`src/hw/vlbw_pkg.sv`:
```
/*
 * Shared constants and types for the video capture line burst writer.
 * Assumes one system clock and an active-high asynchronous reset.
 */
// Overview of operation
// - split every captured line into 128-byte memory transfers.
// - at line end issue the remainder transfer, then advance address by stride.
// - final transfer size is this line's remainder, never a stale one.
// - two ping-ponged remainder registers per channel, alternating each line.
// - remainder registers read zero after reset or client abort until recomputed.
// - luma and chroma are separate clients with own transfers and remainders.
// - 422 to 420 downsampling makes each pair of chroma lines one; only every other chroma line is written.
// - upstream scaler always emits its programmed frame size.
package vlbw_pkg;
	localparam int unsigned BURST_BYTES = 128;
	localparam int unsigned BEAT_BYTES = 16;
	localparam int unsigned BEATS_PER_BURST = BURST_BYTES / BEAT_BYTES;
	localparam int unsigned NUM_CLIENTS = 2;
	localparam logic [0:0] CLIENT_LUMA = 1'h0;
	localparam logic [0:0] CLIENT_CHROMA = 1'h1;
	localparam logic [7:0] REM_RESET = 8'h00;
	localparam logic [31:0] ADDR_RESET = 32'h00000000;
	localparam int unsigned BUF_DEPTH = 2;

	typedef enum logic [3:0] {
		VLBW_IDLE = 4'b0001,
		VLBW_DATA = 4'b0010,
		VLBW_CMD = 4'b0100,
		VLBW_ADV = 4'b1000
	} vlbw_state_t;
endpackage : vlbw_pkg

```
`src/hw/vlbw_skid.sv`:
```
/*
 * Two-entry buffer with valid/ready on both sides.
 * Assumes the writer side honours in_ready and the drain side may stall freely.
 */
module vlbw_skid import vlbw_pkg::*; #(
	parameter int unsigned WIDTH = 128
) (
	// clock and reset
	input wire logic core_clk,
	input wire logic reset,
	// fill side
	input wire logic in_valid,
	input wire logic [WIDTH-1:0] in_data,
	output logic in_ready,
	// drain side
	output logic out_valid,
	output logic [WIDTH-1:0] out_data,
	input wire logic out_ready
);
	logic [WIDTH-1:0] mem_r [BUF_DEPTH];
	logic [WIDTH-1:0] mem_nxt [BUF_DEPTH];
	logic rd_r, rd_nxt, wr_r, wr_nxt;
	logic [1:0] cnt_r, cnt_nxt;
	logic push, pop;

	assign in_ready = (cnt_r != 2'h2);
	assign out_valid = (cnt_r != 2'h0);
	assign out_data = mem_r[rd_r];
	assign push = in_valid && in_ready;
	assign pop = out_valid && out_ready;

	always_comb begin
		mem_nxt = mem_r;
		rd_nxt = rd_r;
		wr_nxt = wr_r;
		cnt_nxt = cnt_r;
		if (push) begin
			mem_nxt[wr_r] = in_data;
			wr_nxt = ~wr_r;
		end
		if (pop) begin
			rd_nxt = ~rd_r;
		end
		case ({push, pop})
			2'b10: cnt_nxt = cnt_r + 2'h1;
			2'b01: cnt_nxt = cnt_r - 2'h1;
			default: cnt_nxt = cnt_r;
		endcase
	end

	always_ff @(posedge core_clk or posedge reset) begin
		if (reset) begin
			rd_r <= 1'b0;
			wr_r <= 1'b0;
			cnt_r <= 2'h0;
			mem_r[0] <= '0;
			mem_r[1] <= '0;
		end else begin
			rd_r <= rd_nxt;
			wr_r <= wr_nxt;
			cnt_r <= cnt_nxt;
			mem_r <= mem_nxt;
		end
	end
endmodule : vlbw_skid

```
`src/hw/vlbw_writer.sv`:
```
/*
 * Line burst writer: takes 16-byte beats of captured lines for a luma and a
 * chroma client, writes them to memory in 128-byte bursts plus a final
 * remainder transfer, then steps each client's line address by the shared line_stride.
 * Assumes the capture side marks the last beat of each line with a byte count
 * and that the memory side accepts beats in order, without waiting for their command.
 */
module vlbw_writer import vlbw_pkg::*; #(
	parameter int unsigned ADDR_W = 32,
	parameter int unsigned DATA_W = 128,
	parameter int unsigned LEN_W = 8
) (
	// clock and reset
	input wire logic core_clk,
	input wire logic reset,
	// configuration, held stable while capturing
	input wire logic [ADDR_W-1:0] luma_base,
	input wire logic [ADDR_W-1:0] chroma_base,
	input wire logic [ADDR_W-1:0] line_stride,
	input wire logic chroma_420,
	// capture client control
	input wire logic frame_start,
	input wire logic client_abort,
	// captured beats from the parser
	input wire logic cap_valid,
	input wire logic cap_client,
	input wire logic [DATA_W-1:0] cap_data,
	input wire logic cap_last,
	input wire logic [4:0] cap_last_bytes,
	output logic cap_ready,
	// memory write command
	output logic mem_cmd_valid,
	output logic [ADDR_W-1:0] mem_cmd_addr,
	output logic [LEN_W-1:0] mem_cmd_bytes,
	input wire logic mem_cmd_ready,
	// memory write data
	output logic mem_wr_valid,
	output logic [DATA_W-1:0] mem_wr_data,
	input wire logic mem_wr_ready,
	// status
	output logic [LEN_W-1:0] last_remainder,
	output logic busy
);
	localparam logic [LEN_W-1:0] BURST_LEN = LEN_W'(BURST_BYTES);
	localparam logic [LEN_W-1:0] BEAT_LEN = LEN_W'(BEAT_BYTES);

	vlbw_state_t state_r, state_nxt;
	logic client_r, client_nxt;
	logic [LEN_W-1:0] acc_r, acc_nxt;
	logic [ADDR_W-1:0] line_addr_r [NUM_CLIENTS];
	logic [ADDR_W-1:0] line_addr_nxt [NUM_CLIENTS];
	logic [ADDR_W-1:0] burst_off_r, burst_off_nxt;
	logic [LEN_W-1:0] rem_r [NUM_CLIENTS][2];
	logic [LEN_W-1:0] rem_nxt [NUM_CLIENTS][2];
	logic sel_r [NUM_CLIENTS];
	logic sel_nxt [NUM_CLIENTS];
	logic chroma_skip_r, chroma_skip_nxt;
	logic [LEN_W-1:0] cmd_len_r, cmd_len_nxt;
	logic [ADDR_W-1:0] cmd_addr_r, cmd_addr_nxt;
	logic [LEN_W-1:0] last_rem_r, last_rem_nxt;
	logic is_final_r, is_final_nxt;
	logic buf_in_valid, buf_in_ready;
	logic [DATA_W-1:0] buf_in_data;
	logic beat_take, beat_drop;
	logic [LEN_W-1:0] beat_bytes;

	// a beat carries full 16 bytes unless it ends the line
	function automatic logic [LEN_W-1:0] beat_size(input logic last, input logic [4:0] nbytes);
		if (last && nbytes != 5'h00 && nbytes < 5'h10) begin
			return LEN_W'(nbytes);
		end
		return BEAT_LEN;
	endfunction : beat_size

	assign beat_bytes = beat_size(cap_last, cap_last_bytes);
	// 420 chroma: only every other line reaches memory, the downsampler
	// having merged pairs; dropped lines still drain the parser
	assign beat_drop = chroma_420 && cap_client == CLIENT_CHROMA && chroma_skip_r;
	assign beat_take = cap_valid && cap_ready && !beat_drop;
	assign cap_ready = (state_r == VLBW_IDLE || state_r == VLBW_DATA) && (beat_drop || buf_in_ready);
	assign buf_in_valid = cap_valid && !beat_drop && (state_r == VLBW_IDLE || state_r == VLBW_DATA);
	assign buf_in_data = cap_data;
	assign mem_cmd_valid = (state_r == VLBW_CMD);
	assign mem_cmd_addr = cmd_addr_r;
	assign mem_cmd_bytes = cmd_len_r;
	assign last_remainder = last_rem_r;
	assign busy = (state_r != VLBW_IDLE);

	// buffered data is offered to memory at once, without waiting for its command; a stalled
	// memory side fills the buffer and back-pressures the parser instead of losing a beat
	vlbw_skid #(
		.WIDTH(DATA_W)
	) u_buf (
		.core_clk(core_clk),
		.reset(reset),
		.in_valid(buf_in_valid),
		.in_data(buf_in_data),
		.in_ready(buf_in_ready),
		.out_valid(mem_wr_valid),
		.out_data(mem_wr_data),
		.out_ready(mem_wr_ready)
	);

	always_comb begin
		state_nxt = state_r;
		client_nxt = client_r;
		acc_nxt = acc_r;
		line_addr_nxt = line_addr_r;
		burst_off_nxt = burst_off_r;
		rem_nxt = rem_r;
		sel_nxt = sel_r;
		chroma_skip_nxt = chroma_skip_r;
		cmd_len_nxt = cmd_len_r;
		cmd_addr_nxt = cmd_addr_r;
		last_rem_nxt = last_rem_r;
		is_final_nxt = is_final_r;
		// frame size is whatever the upstream scaler emits; only frame_start delimits it
		if (frame_start) begin
			line_addr_nxt[CLIENT_LUMA] = luma_base;
			line_addr_nxt[CLIENT_CHROMA] = chroma_base;
			chroma_skip_nxt = 1'b0;
		end
		if (cap_valid && cap_ready && beat_drop && cap_last) begin
			chroma_skip_nxt = 1'b0;
		end
		case (state_r)
			VLBW_IDLE, VLBW_DATA: begin
				if (beat_take) begin
					client_nxt = cap_client;
					acc_nxt = acc_r + beat_bytes;
					state_nxt = VLBW_DATA;
					if (cap_last) begin
						// remainder of this very line, stored in this client's
						// ping-pong slot and used directly for the command
						rem_nxt[cap_client][sel_r[cap_client]] = acc_r + beat_bytes;
						sel_nxt[cap_client] = ~sel_r[cap_client];
						cmd_len_nxt = acc_r + beat_bytes;
						last_rem_nxt = acc_r + beat_bytes;
						cmd_addr_nxt = line_addr_r[cap_client] + burst_off_r;
						is_final_nxt = 1'b1;
						state_nxt = VLBW_CMD;
						if (cap_client == CLIENT_CHROMA && chroma_420) begin
							chroma_skip_nxt = 1'b1;
						end
					end else if (acc_r + beat_bytes == BURST_LEN) begin
						cmd_len_nxt = BURST_LEN;
						cmd_addr_nxt = line_addr_r[cap_client] + burst_off_r;
						is_final_nxt = 1'b0;
						state_nxt = VLBW_CMD;
					end
				end
			end
			VLBW_CMD: begin
				if (mem_cmd_ready) begin
					acc_nxt = '0;
					if (is_final_r) begin
						state_nxt = VLBW_ADV;
					end else begin
						burst_off_nxt = burst_off_r + ADDR_W'(BURST_BYTES);
						state_nxt = VLBW_DATA;
					end
				end
			end
			VLBW_ADV: begin
				line_addr_nxt[client_r] = line_addr_r[client_r] + line_stride;
				burst_off_nxt = '0;
				state_nxt = VLBW_IDLE;
			end
			default: state_nxt = VLBW_IDLE;
		endcase
		if (client_abort) begin
			// abort drops the line in flight and zeroes the remainders
			for (int c = 0; c < NUM_CLIENTS; c++) begin
				rem_nxt[c][0] = REM_RESET;
				rem_nxt[c][1] = REM_RESET;
				sel_nxt[c] = 1'b0;
			end
			acc_nxt = '0;
			burst_off_nxt = '0;
			last_rem_nxt = REM_RESET;
			chroma_skip_nxt = 1'b0;
			state_nxt = VLBW_IDLE;
		end
	end

	always_ff @(posedge core_clk or posedge reset) begin
		if (reset) begin
			state_r <= VLBW_IDLE;
			client_r <= CLIENT_LUMA;
			acc_r <= '0;
			burst_off_r <= '0;
			chroma_skip_r <= 1'b0;
			cmd_len_r <= '0;
			cmd_addr_r <= '0;
			last_rem_r <= REM_RESET;
			is_final_r <= 1'b0;
			for (int c = 0; c < NUM_CLIENTS; c++) begin
				line_addr_r[c] <= ADDR_RESET;
				rem_r[c][0] <= REM_RESET;
				rem_r[c][1] <= REM_RESET;
				sel_r[c] <= 1'b0;
			end
		end else begin
			state_r <= state_nxt;
			client_r <= client_nxt;
			acc_r <= acc_nxt;
			burst_off_r <= burst_off_nxt;
			chroma_skip_r <= chroma_skip_nxt;
			cmd_len_r <= cmd_len_nxt;
			cmd_addr_r <= cmd_addr_nxt;
			last_rem_r <= last_rem_nxt;
			is_final_r <= is_final_nxt;
			line_addr_r <= line_addr_nxt;
			rem_r <= rem_nxt;
			sel_r <= sel_nxt;
		end
	end
endmodule : vlbw_writer

```
`config.mk`:
```
export PLATFORM = sky130hd
export DESIGN_NAME = vlbw_writer
export DESIGN_NICKNAME = d
export VERILOG_FILES = /design/src/hw/vlbw_pkg.sv /design/src/hw/vlbw_skid.sv /design/src/hw/vlbw_writer.sv
export SDC_FILE = /design/constraint.sdc
export NUM_CORES = 1
export LEC_CHECK = 0
export ABC_CLOCK_PERIOD_IN_PS = 19500
export BUFFER_PORTS_ARGS = -buffer_cell sky130_fd_sc_hd__buf_2
export CAP_MARGIN = 30
export CORE_MARGIN = 1.5
export CORE_UTILIZATION = 56
export CTS_CLUSTER_SIZE = 24
export DETAILED_ROUTE_END_ITERATION = 8
export PLACE_DENSITY = 0.82
export SYNTH_ARGS = -nofsm -noshare
export SYNTH_HDL_FRONTEND = slang
export SYNTH_SLANG_ARGS = --single-unit
```
`constraint.sdc`:
```
create_clock -name core_clk -period 19.5 [get_ports core_clk]
set_input_delay 5.85 -clock core_clk [delete_from_list [all_inputs] [get_ports core_clk]]
set_output_delay 5.85 -clock core_clk [all_outputs]
set_load 0.02 [all_outputs]
```
==> impl_metrics.toml <==
[run_status]
outcome = "completed"

[clock_network]
clk_path_buf_depth = 3
cts_root_buf = "clkbuf_16"
cts.hold.buffers_added = 0
clkTransAtPathRegs_ns = 0.06
clk_latency_ns = 0.54
cts_buffers = 43
cts_resized = 0
cts.sinks = 412
htree_levels = 2
cts_setup_buffers = 0
cts_tree = "done"

[setup_path]
cp-startpoint = "cap_client"
critPathMaxFanout = 39
r2r_start = "client_r"
cp.arrival_ns = 7.00
required_ns = 13.65
start_kind = "primary input"
rr_endpoint = "line_addr_r[63]"
r2r_cells = 12
cp-end-kind = "output port"
r2r_setup_slack_ns = 15.31
crit_end = "cap_ready"
critical_path_class = "primary input to output port"

[timing]
final_max_slew_viol_count = 0
final.setup.worst_slack_ns = 6.65
fin_skew_ns = 0.0210
rsz0062_at_grt = "false"
hold_viol = 0
min_period_over_period = 0.659
fmax_mhz = 77.8
fin_setup_tns_ns = 0
whs_ns = 0.476
setup_viol_count_final = 0
slew_headroom = 0.335
worst_pin_slew_ns = 0.998
fin_crit_ns = 12.85

[floorplanning]
initial_core_util = 0.570
die_x_um = 199
dieArea_um2 = 39600
core_um2 = 37800
rows = 71
die_h_um = 199
ios = 419

[route]
drtPass1Iterations = 5
avgRoutedWirePerCell_um = 20.1
drtIter0Drc = 920
finalWirelength_um = 55200
viasPerCell = 5.72
ant_nets = 0
route.vias.total = 15700
drc = 0

[synth]
synth-seq-area-share = 0.479
ys_types = 70
yosys_warnings = 0
syn_nets = 2108
avgSynthCellArea_um2 = 11.9
syn_inst = 1804
netlist_area_um2 = 21500
synth_ff_type = "dfrtp_1"
async_flop_share = 1.00
ys_ff_latch = 412
synth_edf_count = 0

[global_routing]
grt_usage = 0.274
antenna_found_initial = 11
gr-total-overflow = 0
grt_max_degree = 186
grt_pass1_wl_um = 85500
grt_pass1_vias = 16000

[pwr]
peakVddDrop_mv = 0.0737
p_leak_nw = 11.9
power_density_nw_per_um2 = 159
power_mw = 4.05

[layout]
nNetsFinal = 2498
n_fill_cell = 2746
final_core_util = 0.673
final_area_um2 = 25400
drive_gt1_frac = 0.433
final_cell_count_no_fill = 2743
syn_to_final_growth_pct = 18.1

[placed_design]
dpl-instance-area_um2 = 24000
portBuffers = 418
dp_hpwl_um = 39700
preCtsSetupSlack_ns = 6.64
gp_congestion = 0.965
dp.cells = 2659

[flow_run]
cap_violations = 0

[hold_path]
min-delay-start = "mem_cmd_bytes[6]"
hp-class = "flip-flop to flip-flop"
-- final cells by class --
| class | count | area, um2 | share of cell area |
|---|---|---|---|
| Antenna cell | 9 | 22.5 | 0.000886 |
| Clock buffer | 68 | 1270 | 0.0500 |
| Clock inverter | 6 | 47.5 | 0.00187 |
| Inverter | 19 | 78.8 | 0.00310 |
| Multi-Input combinational cell | 1286 | 10800 | 0.424 |
| Sequential cell | 412 | 10300 | 0.406 |
| Tap cell | 511 | 639 | 0.0252 |
| Timing Repair Buffer | 432 | 2250 | 0.0886 |
-- worst min-delay path by stage --
stage                             to  cells after the start
CTS                 mem_cmd_bytes[6]                      1
finish              mem_cmd_bytes[6]                      1
floorplan           u_buf.mem_r[148]                      1
global route        u_buf.mem_r[163]                      1
global placement    mem_cmd_bytes[3]                      1
detailed placement  mem_cmd_bytes[6]                      1
-- cell usage after synthesis (3+ instances only) --
cell        n  share of area
a22o_1      4         0.0016
a21oi_2     3         0.0012
and2_1     10         0.0029
nand3b_1    4         0.0014
xor2_1     38          0.015
xnor2_1    42          0.017
a21o_1     28         0.0098
buf_2      17         0.0040
o31ai_1     6         0.0021
and4_1      6         0.0024
a31oi_1     9         0.0026
nand2b_1   11         0.0032
nor2_1     77          0.013
o21bai_1    9         0.0031
a221oi_1    3         0.0012
a211oi_1   21         0.0073
nand4_1    11         0.0032
o21ai_1    34         0.0079
mux2i_1    43          0.020
inv_1      18         0.0031
clkbuf_1   59          0.010
nor3_1     10         0.0023
ha_1       63          0.037
buf_6       3         0.0016
buf_1       8         0.0014
mux2_2    448           0.23
o211ai_1    3         0.0010
mux2_1     33          0.017
nor2b_1    24         0.0070
and3_1      8         0.0023
nor4_1      4         0.0012
nand2_1   113          0.020
a21oi_1    88          0.020
dfrtp_1   411           0.48
nand3_1    24         0.0056
o21a_1      4         0.0014
o21ai_0    64          0.015
-- power breakdown --
part	internal (mW)	switching [mW]
Clock	0.446	0.327
Sequential	1.20	0.200
Combinational	0.861	1.02
Total	2.50	1.55
-- layer usage --
metal	vias up	share of wire	track usage
met3	120	0.076	0.0722
met5	-	0.00094	0
met1	7734	0.41	0.342
li1	7324	-	-
met2	518	0.47	0.453
met4	6	0.036	0.113
-- flip-flops by register name, summed over array words and instances (netlist names) --
register and flops:
acc_r 8, client_r 1, last_remainder 8, mem_cmd_bytes 8, state_r 4, is_final_r 1
burst_off_r 25, u_buf.rd_r 1, mem_cmd_addr 32, u_buf.mem_r 256, u_buf.cnt_r 2, u_buf.wr_r 1
chroma_skip_r 1, line_addr_r 64
-- logic make-up after synthesis --
group,after synthesis,share of synthesized area
AO/OA/AOI/OAI,302,0.0870
XOR/XNOR,80,0.0326
adder cells (fa/ha/maj),65,0.0385
buffers and inverters,106,0.0205
flip-flops,412,0.479
multiplexers,526,0.273
other,1,0.000174
AND/OR/NAND/NOR,312,0.0689
-- worst max-delay path, cell delays in order --
cell and delay, ns:
buf_2 0.07, buf_4 0.44, nand3_1 0.19, a31oi_1 0.24, buf_2 0.20
-- cells in the final DEF (no fill, tap or decap), types with 34 or more instances in the layout --
| cell | n |
|---|---|
| mux2_2 | 448 |
| buf_2 | 417 |
| dfrtp_1 | 410 |
| nand2_1 | 111 |
| a21oi_1 | 88 |
| nor2_1 | 76 |
| o21ai_0 | 64 |
| ha_1 | 63 |
| clkbuf_16 | 44 |
| mux2i_1 | 43 |
| xnor2_1 | 42 |
| xor2_1 | 38 |
| o21ai_1 | 34 |
Note: power is estimated with default switching activity, not from simulation.
